===== src/verilog/irs_regs.svh =====
// register offsets, field positions, reset values and timing counts
// assumes a 20 MHz clock and byte-wide register access
//
// Contract
// - each packet sends the stored symbol symbol_repeat_count plus one times.
// - the led stays off for twice symbol_gap_time plus one bit times between symbols of a packet.
// - the whole packet is sent packet_repeat_count plus one times.
// - the led stays off for twice packet_gap_time plus one bit times between packets.
// - one bit time is the six-bit bit_period field plus one times a quarter microsecond; bits 7 and 6 are reserved.
// - a symbol holds symbol_byte_length plus one bytes.
// - status bit 0 is high exactly while a transmission is in progress.
// - with the interrupt enable set, finishing a block sets status bit 1 and raises the interrupt.
// - the end-of-transmission flag is mirrored into the main status register.
// - writing 1 to the barcode start bit begins a transmission and writing 0 stops it.
// - writing 1 to the remote-control start bit runs that machine from pattern address 0 and 0 stops it.
// - beam interrupts are produced only while the enable bit in the beam configuration register is set.
`ifndef IRS_REGS_SVH
`define IRS_REGS_SVH

// ----------------------------------------
// offsets
// ----------------------------------------
`define IRS_ADDR_CONFIG 8'ha0
`define IRS_ADDR_SYM_REPEAT 8'ha2
`define IRS_ADDR_SYM_GAP 8'ha3
`define IRS_ADDR_PKT_REPEAT 8'ha4
`define IRS_ADDR_PKT_GAP 8'ha5
`define IRS_ADDR_BIT_PERIOD 8'ha6
`define IRS_ADDR_SYM_LEN 8'ha7
`define IRS_ADDR_STATUS 8'ha8
`define IRS_ADDR_START 8'ha9

// ----------------------------------------
// fields
// ----------------------------------------
`define IRS_CFG_IEN_BIT 5
`define IRS_START_BAR_BIT 0
`define IRS_START_RC_BIT 1
`define IRS_STAT_BUSY_BIT 0
`define IRS_STAT_EOT_BIT 1
`define IRS_BIT_PERIOD_W 6

// ----------------------------------------
// reset values
// ----------------------------------------
`define IRS_RST_BYTE 8'h00
`define IRS_RST_BIT_PERIOD 6'h00

// ----------------------------------------
// timing
// ----------------------------------------
`define IRS_CLK_PERIOD_NS 50
`define IRS_QUARTER_US_NS 250
`define IRS_QUARTER_CYC (`IRS_QUARTER_US_NS / `IRS_CLK_PERIOD_NS)
`define IRS_BITS_PER_BYTE 8

`endif


===== src/verilog/irs_pkg.sv =====
// types shared by the sequencer files
// assumes irs_regs.svh supplies the numeric constants
package irs_pkg;

    typedef enum logic [1:0] {
        IRS_IDLE,
        IRS_SYMBOL,
        IRS_SYM_GAP,
        IRS_PKT_GAP
    } irs_state_t;

    typedef struct packed {
        logic wr;
        logic rd;
        logic [7:0] addr;
        logic [7:0] wdata;
    } irs_reg_req_t;

    typedef struct packed {
        logic led_on;
        logic [7:0] byte_idx;
        logic [2:0] bit_idx;
    } irs_beam_t;

endpackage


===== src/verilog/irs_seq.sv =====
// infrared pattern sequencer: symbol and packet looping with led-off gaps
// assumes register requests come from logic on clk, and that
// software keeps gap values at 8 or above and symbol length at 1 or above
`timescale 1ns/100ps
`default_nettype none
`include "irs_regs.svh"

module irs_seq
    import irs_pkg::*;
(
    // clock and reset
    input wire logic clk,
    input wire logic nrst,
    // register port
    input wire irs_reg_req_t reg_req,
    output logic [7:0] reg_rdata,
    // interrupt clear from the device-wide interrupt logic
    input wire logic eot_clear,
    // beam output
    output irs_beam_t beam,
    // remote-control machine control
    output logic rc_run,
    output logic rc_restart,
    // status
    output logic eot_irq,
    output logic eot_mirror
);

    logic int_en_ff;
    logic [7:0] sym_repeat_ff;
    logic [7:0] sym_gap_ff;
    logic [7:0] pkt_repeat_ff;
    logic [7:0] pkt_gap_ff;
    logic [`IRS_BIT_PERIOD_W-1:0] bit_period_ff;
    logic [7:0] sym_len_ff;
    logic bar_start_ff;
    logic rc_start_ff;
    logic rc_restart_ff;
    logic eot_ff;
    logic [7:0] rdata_ff;
    irs_state_t state_ff;
    irs_state_t nxt_state;
    logic [10:0] cnt_ff;
    logic [7:0] sym_num_ff;
    logic [7:0] pkt_num_ff;
    logic bit_tick;
    logic busy;
    logic wr_start;
    logic [10:0] limit;
    logic phase_end;
    logic done;

    assign wr_start = reg_req.wr && (reg_req.addr == `IRS_ADDR_START);
    assign busy = (state_ff != IRS_IDLE);

    // ----------------------------------------
    // configuration registers
    // ----------------------------------------
    always_ff @(posedge clk or negedge nrst)
    begin
        if (!nrst)
        begin
            int_en_ff <= 1'b0;
            sym_repeat_ff <= `IRS_RST_BYTE;
            sym_gap_ff <= `IRS_RST_BYTE;
            pkt_repeat_ff <= `IRS_RST_BYTE;
            pkt_gap_ff <= `IRS_RST_BYTE;
            bit_period_ff <= `IRS_RST_BIT_PERIOD;
            sym_len_ff <= `IRS_RST_BYTE;
        end
        else if (reg_req.wr)
        begin
            unique case (reg_req.addr)
                `IRS_ADDR_CONFIG: int_en_ff <= reg_req.wdata[`IRS_CFG_IEN_BIT];
                `IRS_ADDR_SYM_REPEAT: sym_repeat_ff <= reg_req.wdata;
                `IRS_ADDR_SYM_GAP: sym_gap_ff <= reg_req.wdata;
                `IRS_ADDR_PKT_REPEAT: pkt_repeat_ff <= reg_req.wdata;
                `IRS_ADDR_PKT_GAP: pkt_gap_ff <= reg_req.wdata;
                `IRS_ADDR_BIT_PERIOD: bit_period_ff <= reg_req.wdata[`IRS_BIT_PERIOD_W-1:0];
                `IRS_ADDR_SYM_LEN: sym_len_ff <= reg_req.wdata;
                default: ;
            endcase
        end
    end

    // ----------------------------------------
    // start register
    // ----------------------------------------
    always_ff @(posedge clk or negedge nrst)
    begin
        if (!nrst)
            bar_start_ff <= 1'b0;
        else if (wr_start)
            bar_start_ff <= reg_req.wdata[`IRS_START_BAR_BIT];
        else if (done)
            bar_start_ff <= 1'b0;
    end

    always_ff @(posedge clk or negedge nrst)
    begin
        if (!nrst)
        begin
            rc_start_ff <= 1'b0;
            rc_restart_ff <= 1'b0;
        end
        else
        begin
            if (wr_start)
                rc_start_ff <= reg_req.wdata[`IRS_START_RC_BIT];
            rc_restart_ff <= wr_start && reg_req.wdata[`IRS_START_RC_BIT];
        end
    end

    assign rc_run = rc_start_ff;
    assign rc_restart = rc_restart_ff;

    // ----------------------------------------
    // bit timing
    // ----------------------------------------
    irs_bit_timer irs_bit_timer_i (
        .clk(clk),
        .nrst(nrst),
        .run(busy),
        .bit_period(bit_period_ff),
        .bit_tick(bit_tick)
    );

    // ----------------------------------------
    // sequencer
    // ----------------------------------------
    always_comb
    begin
        unique case (state_ff)
            IRS_SYMBOL: limit = {sym_len_ff, 3'h7};
            IRS_SYM_GAP: limit = {2'h0, sym_gap_ff, 1'b0};
            IRS_PKT_GAP: limit = {2'h0, pkt_gap_ff, 1'b0};
            IRS_IDLE: limit = 11'h000;
        endcase
    end

    assign phase_end = bit_tick && (cnt_ff == limit);
    assign done = (state_ff == IRS_SYMBOL) && phase_end
        && (sym_num_ff == sym_repeat_ff) && (pkt_num_ff == pkt_repeat_ff);

    always_comb
    begin
        nxt_state = state_ff;
        unique case (state_ff)
            IRS_IDLE:
                if (wr_start && reg_req.wdata[`IRS_START_BAR_BIT])
                    nxt_state = IRS_SYMBOL;
            IRS_SYMBOL:
                if (done)
                    nxt_state = IRS_IDLE;
                else if (phase_end && sym_num_ff == sym_repeat_ff)
                    nxt_state = IRS_PKT_GAP;
                else if (phase_end)
                    nxt_state = IRS_SYM_GAP;
            IRS_SYM_GAP, IRS_PKT_GAP:
                if (phase_end)
                    nxt_state = IRS_SYMBOL;
        endcase
        if (wr_start && !reg_req.wdata[`IRS_START_BAR_BIT])
            nxt_state = IRS_IDLE;
    end

    always_ff @(posedge clk or negedge nrst)
    begin
        if (!nrst)
            state_ff <= IRS_IDLE;
        else
            state_ff <= nxt_state;
    end

    always_ff @(posedge clk or negedge nrst)
    begin
        if (!nrst)
            cnt_ff <= 11'h000;
        else if (nxt_state != state_ff || state_ff == IRS_IDLE)
            cnt_ff <= 11'h000;
        else if (bit_tick)
            cnt_ff <= cnt_ff + 11'h001;
    end

    // symbol and packet counters
    always_ff @(posedge clk or negedge nrst)
    begin
        if (!nrst)
        begin
            sym_num_ff <= 8'h00;
            pkt_num_ff <= 8'h00;
        end
        else if (state_ff == IRS_IDLE)
        begin
            sym_num_ff <= 8'h00;
            pkt_num_ff <= 8'h00;
        end
        else if (state_ff == IRS_SYMBOL && phase_end)
        begin
            if (sym_num_ff == sym_repeat_ff)
            begin
                sym_num_ff <= 8'h00;
                pkt_num_ff <= pkt_num_ff + 8'h01;
            end
            else
                sym_num_ff <= sym_num_ff + 8'h01;
        end
    end

    // ----------------------------------------
    // beam output
    // ----------------------------------------
    always_ff @(posedge clk or negedge nrst)
    begin
        if (!nrst)
            beam <= '0;
        else
        begin
            beam.led_on <= (nxt_state == IRS_SYMBOL);
            beam.byte_idx <= (nxt_state == state_ff && state_ff == IRS_SYMBOL)
                ? (bit_tick ? 8'((cnt_ff + 11'h001) >> 3) : cnt_ff[10:3]) : 8'h00;
            beam.bit_idx <= (nxt_state == state_ff && state_ff == IRS_SYMBOL)
                ? (bit_tick ? cnt_ff[2:0] + 3'h1 : cnt_ff[2:0]) : 3'h0;
        end
    end

    // ----------------------------------------
    // end-of-transmission flag
    // ----------------------------------------
    always_ff @(posedge clk or negedge nrst)
    begin
        if (!nrst)
            eot_ff <= 1'b0;
        else if (done && int_en_ff)
            eot_ff <= 1'b1;
        else if (eot_clear)
            eot_ff <= 1'b0;
    end

    assign eot_irq = eot_ff;
    assign eot_mirror = eot_ff;

    // ----------------------------------------
    // read data
    // ----------------------------------------
    always_ff @(posedge clk or negedge nrst)
    begin
        if (!nrst)
            rdata_ff <= 8'h00;
        else if (reg_req.rd)
        begin
            unique case (reg_req.addr)
                `IRS_ADDR_CONFIG: rdata_ff <= {2'h0, int_en_ff, 5'h00};
                `IRS_ADDR_SYM_REPEAT: rdata_ff <= sym_repeat_ff;
                `IRS_ADDR_SYM_GAP: rdata_ff <= sym_gap_ff;
                `IRS_ADDR_PKT_REPEAT: rdata_ff <= pkt_repeat_ff;
                `IRS_ADDR_PKT_GAP: rdata_ff <= pkt_gap_ff;
                `IRS_ADDR_BIT_PERIOD: rdata_ff <= {2'h0, bit_period_ff};
                `IRS_ADDR_SYM_LEN: rdata_ff <= sym_len_ff;
                `IRS_ADDR_STATUS: rdata_ff <= {6'h00, eot_ff, busy};
                `IRS_ADDR_START: rdata_ff <= {6'h00, rc_start_ff, bar_start_ff};
                default: rdata_ff <= 8'h00;
            endcase
        end
    end

    assign reg_rdata = rdata_ff;

endmodule
`default_nettype wire


===== src/verilog/irs_bit_timer.sv =====
// bit-time enable generator
// assumes run is held high for the whole transmission
`timescale 1ns/100ps
`default_nettype none
`include "irs_regs.svh"

module irs_bit_timer
    import irs_pkg::*;
(
    // clock and reset
    input wire logic clk,
    input wire logic nrst,
    // control
    input wire logic run,
    input wire logic [`IRS_BIT_PERIOD_W-1:0] bit_period,
    // one-cycle pulse per bit time
    output logic bit_tick
);

    localparam logic [2:0] QUARTER_LAST = 3'(`IRS_QUARTER_CYC - 1);

    logic [2:0] qcnt_ff;
    logic [`IRS_BIT_PERIOD_W-1:0] pcnt_ff;
    logic quarter_end;

    assign quarter_end = (qcnt_ff == QUARTER_LAST);

    // ----------------------------------------
    // quarter microsecond prescaler
    // ----------------------------------------
    always_ff @(posedge clk or negedge nrst)
    begin
        if (!nrst)
            qcnt_ff <= 3'h0;
        else if (!run || quarter_end)
            qcnt_ff <= 3'h0;
        else
            qcnt_ff <= qcnt_ff + 3'h1;
    end

    // ----------------------------------------
    // bit period counter
    // ----------------------------------------
    always_ff @(posedge clk or negedge nrst)
    begin
        if (!nrst)
            pcnt_ff <= `IRS_RST_BIT_PERIOD;
        else if (!run)
            pcnt_ff <= `IRS_RST_BIT_PERIOD;
        else if (quarter_end)
            pcnt_ff <= (pcnt_ff >= bit_period) ? `IRS_RST_BIT_PERIOD : pcnt_ff + 6'h01;
    end

    assign bit_tick = run && quarter_end && (pcnt_ff >= bit_period);

endmodule
`default_nettype wire


===== config.mk =====
export PLATFORM = sky130hd
export DESIGN_NAME = irs_seq
export DESIGN_NICKNAME = d
export VERILOG_FILES = /design/src/verilog/irs_pkg.sv /design/src/verilog/irs_seq.sv /design/src/verilog/irs_bit_timer.sv
export VERILOG_INCLUDE_DIRS = /design/src /design/src/verilog
export SDC_FILE = /design/constraint.sdc
export NUM_CORES = 1
export LEC_CHECK = 0
export CAP_MARGIN = 15
export CORE_MARGIN = 3
export CORE_UTILIZATION = 69
export CTS_BUF_LIST = sky130_fd_sc_hd__clkbuf_16
export DETAILED_ROUTE_END_ITERATION = 10
export DONT_BUFFER_PORTS = 1
export PLACE_DENSITY_LB_ADDON = 0.15
export SYNTH_ARGS = -nofsm -noshare
export SYNTH_HDL_FRONTEND = slang
export SYNTH_SLANG_ARGS = --single-unit

===== constraint.sdc =====
create_clock -name clk -period 5.95 [get_ports clk]
set_input_delay 0.2975 -clock clk [delete_from_list [all_inputs] [get_ports clk]]
set_output_delay 0.2975 -clock clk [all_outputs]
set_load 0.01 [all_outputs]

==> run metrics <==
run status complete, no violations; Fin. Hold Viols 0; yosys warns 0; Final ANT Viol Nets 0; CP max stage delay roughly 0.68 ns; later-pin clock latency in the skew report 0.36 ns; nets 605; asr flop ratio synth 100%; switch share 30.4%; clk root buf clkbuf_16; Syn Area/Cell between 10 and 15 µm²; count leader, synth dfrtp_1; reg2reg end cnt_ff[7]$_DFFE_PN0P_; Comb pwr share 15.6%; min Tclk post-route 3.40 ns; dpl cell area between 5000 and 6000 µm²; Critical Path Source Type flip-flop; register area share after synthesis 46.7%; CTS clk-pin slew, worst paths 0.07 ns; die area 9600 µm²; Synth Net Count 615; main combinational cell family by area after synthesis simple AND/OR/NAND/NOR gates; critical path required time 6.17 ns; grt ovf 0; final WL 15,200 µm; Core ar. between 7000 and 8000 µm²; CP max stage cell dfrtp_1; Post-DP HPWL 10,800 µm; list of most frequent post-synthesis cells dfrtp_1 (109), nor2_1 (58), nand2_1 (55); final instance area 6180 µm²; row cnt 32; Synth Area in Adders 2.57%; Placed Cells 661; number of antenna violations at the first check in global routing 0; Synth area leader dfrtp_1; Reg power frac about 50%; Cell Chain, Critical Path nor2b_4 > or4_1 > a222oi_1 > nand4_2 > or3_1 > nand3_1 > nor2_1; CP Launch Point state_ff[0]$_DFF_PN0_; area grow syn2layout 5.83%; post-CTS setup repair buffer count 0; wire length per cell around 22 µm; Fin Setup TNS 0 ns; CTS Sinks ~110; number of global-route vias before repair 4,668; Vias/cell 6.90; Post-Synth Simple-Gate Area 18.6%; Post-synth EDFFs 0; Hold WC Path Type in -> reg; VDD IR-drop max 0.259 mV; CTS tree yes; drt pass-1 iters 6; synth top area cells dfrtp_1 (47%), mux2_2 (8.7%), nor2_1 (3.7%); post-synth top area share 46.7%; Netlist Area Pre-Place 5840 µm²; Crit Path Category reg -> reg; Max Slew Vio Count 0; Internal 1.17 mW; Crit Path Max Fanout 26; DR vias 4,687; Switch Pwr 0.511 mW; CP arrival about 3.6 ns; first-pass GRT wire length about 25,000 µm; DR iter-0 viols 442; Ant. Diodes 0; Post-Synth XOR/XNOR Area approximately 5.7%; maximum number of pins on one net before global-route repair 110; power per cell area 272 nW/µm²; FF-to-FF Start state_ff[0]$_DFF_PN0_; Slew @ Worst Pin 1.02 ns; share of cells above drive strength 1 12.1%; Post-synth top flop dfrtp_1; complex-gate fraction of the synthesized area between 10 and 15%; I/O Buffers 0; max_slew headroom 31.4%; RSZ-0062 raised after global routing no; total CTS buffers 9; fmax 294 MHz; P_leak 2.86 nW; Ports 45; DRC violations left 0; Hold Slack about 0.036 ns; CP Capture Type flip-flop; Clock Skews 0.0151 ns; Synth Instances 582; final setup margin 2.55 ns; clock network fraction of total power 33.9%; CTS H-tree lvls 3; Setup crit end cnt_ff[7]$_DFFE_PN0P_; Finish-stage setup viols 0; Synth cell types 57; RePlAce Congestion 0.914; pre-CTS worst setup slack 2.67 ns; R2R setup slack 2.55 ns; Initial Util 73.3%; Die X 98.0 µm; R2R depth 7; mux cell area share after synthesis 10.6%; Max-Cap Viols 0; Synth Register Bits 109; clock tree buffer depth 2; Die Y 98.0 µm; fin crit share 57.1%; fin cells a little under 700; Total GRT Usage 32.8%
==> layout by cell type (no fill, tap or decap), types with 4 or more instances in the layout <==
cell type / instances
a221oi_1: 4
nand2_1: 55
nor4_1: 6
and2_1: 5
a21o_1: 4
clkbuf_16: 9
nand4_1: 13
ha_1: 12
or3_1: 4
nor2b_1: 7
a21oi_1: 13
nand3_1: 13
dfrtp_1: 109
a222oi_1: 5
xor2_1: 14
nand2b_1: 9
o22ai_1: 7
mux2i_1: 11
o31ai_1: 7
inv_1: 25
a22oi_1: 14
nor3_1: 13
or4_1: 4
mux2_2: 45
nand3b_1: 4
nor2_1: 58
and3_1: 6
xnor2_1: 24
o21ai_0: 22
==> critical path, delay by kind of cell, from the launching register on <==
family	cells	cell delay, ns
AO/OA/AOI/OAI	1	0.48
flip-flops	1	0.68
AND/OR/NAND/NOR	6	2.10
==> power by group through the flow <==
stage | Combinational [mW] | Clock (mW) | Sequential [mW]
floorplan | 0.198 | 0 | 0.828
global placement | 0.221 | 0 | 0.853
detailed placement | 0.239 | 0 | 0.859
CTS | 0.260 | 0.567 | 0.845
global route | 0.294 | 0.605 | 0.853
finish | 0.263 | 0.571 | 0.848
==> layer usage <==
layer  vias up  routed length, µm  GRT usage, %
li1       2068                  -             -
met1      2316               6110          45.1
met2       269               7520          53.6
met3        34               1180          4.71
met4         0                380          11.4
met5         -                  0             0
==> how the worst min path moves through the flow <==
| stage | startpoint | end | slack [ns] | cells after the start |
|---|---|---|---|---|
| 2_1_floorplan | nrst | bar_start_ff$_DFFE_PN0P_ | 0.002 | 0 |
| 3_3_place_gp | nrst | reg_rdata[1]$_DFFE_PN0P_ | 0.004 | 0 |
| 4_1_cts | reg_req[16] | reg_rdata[7]$_DFFE_PN0P_ | 0.04 | 1 |
| 6_report | reg_req[16] | reg_rdata[7]$_DFFE_PN0P_ | 0.04 | 1 |
| 3_5_place_dp | nrst | reg_rdata[1]$_DFFE_PN0P_ | 0.004 | 0 |
| 5_1_grt | reg_req[16] | reg_rdata[7]$_DFFE_PN0P_ | 0.03 | 1 |
==> cell type report <==
class / count / area [µm²]
Tap cell: 102 / 128
Clock buffer: 9 / 225
Inverter: 25 / 93.8
Fill cell: 527 / 1790
Clock inverter: 7 / 48.8
Timing Repair Buffer: 3 / 45.0
Sequential cell: 109 / 2730
Multi-Input combinational cell: 424 / 2910
==> timing repair <==
action,4_1_cts,5_1_grt
hold buffers,2,0
endpoints found under the hold margin,109,0
resized for setup,0,0
==> sequential cells by signal, indices dropped and copies added (netlist names), 8 cells and up <==
register,count
beam,12
cnt_ff,11
pkt_gap_ff,8
pkt_num_ff,8
pkt_repeat_ff,8
reg_rdata,8
sym_gap_ff,8
sym_len_ff,8
sym_num_ff,8
sym_repeat_ff,8
==> per-stage QoR <==
| stage | utilization, % | power, mW |
|---|---|---|
| CTS | 77.5 | 1.67 |
| global route | 77.5 | 1.75 |
| global placement | 73.6 | 1.07 |
| finish | 77.5 | 1.68 |
| detailed placement | 73.6 | 1.10 |
| floorplan | - | 1.03 |
==> kinds of logic (layout without fill, tap and decap cells) <==
family / after synthesis / count (layout)
buf+inv: 49 / 44
compound gates: 103 / 103
xor+xnor: 38 / 38
mux: 56 / 56
flops: 109 / 109
fa+ha+maj: 12 / 12
simple gates: 215 / 215
Power figures use the tool's default switching activity.
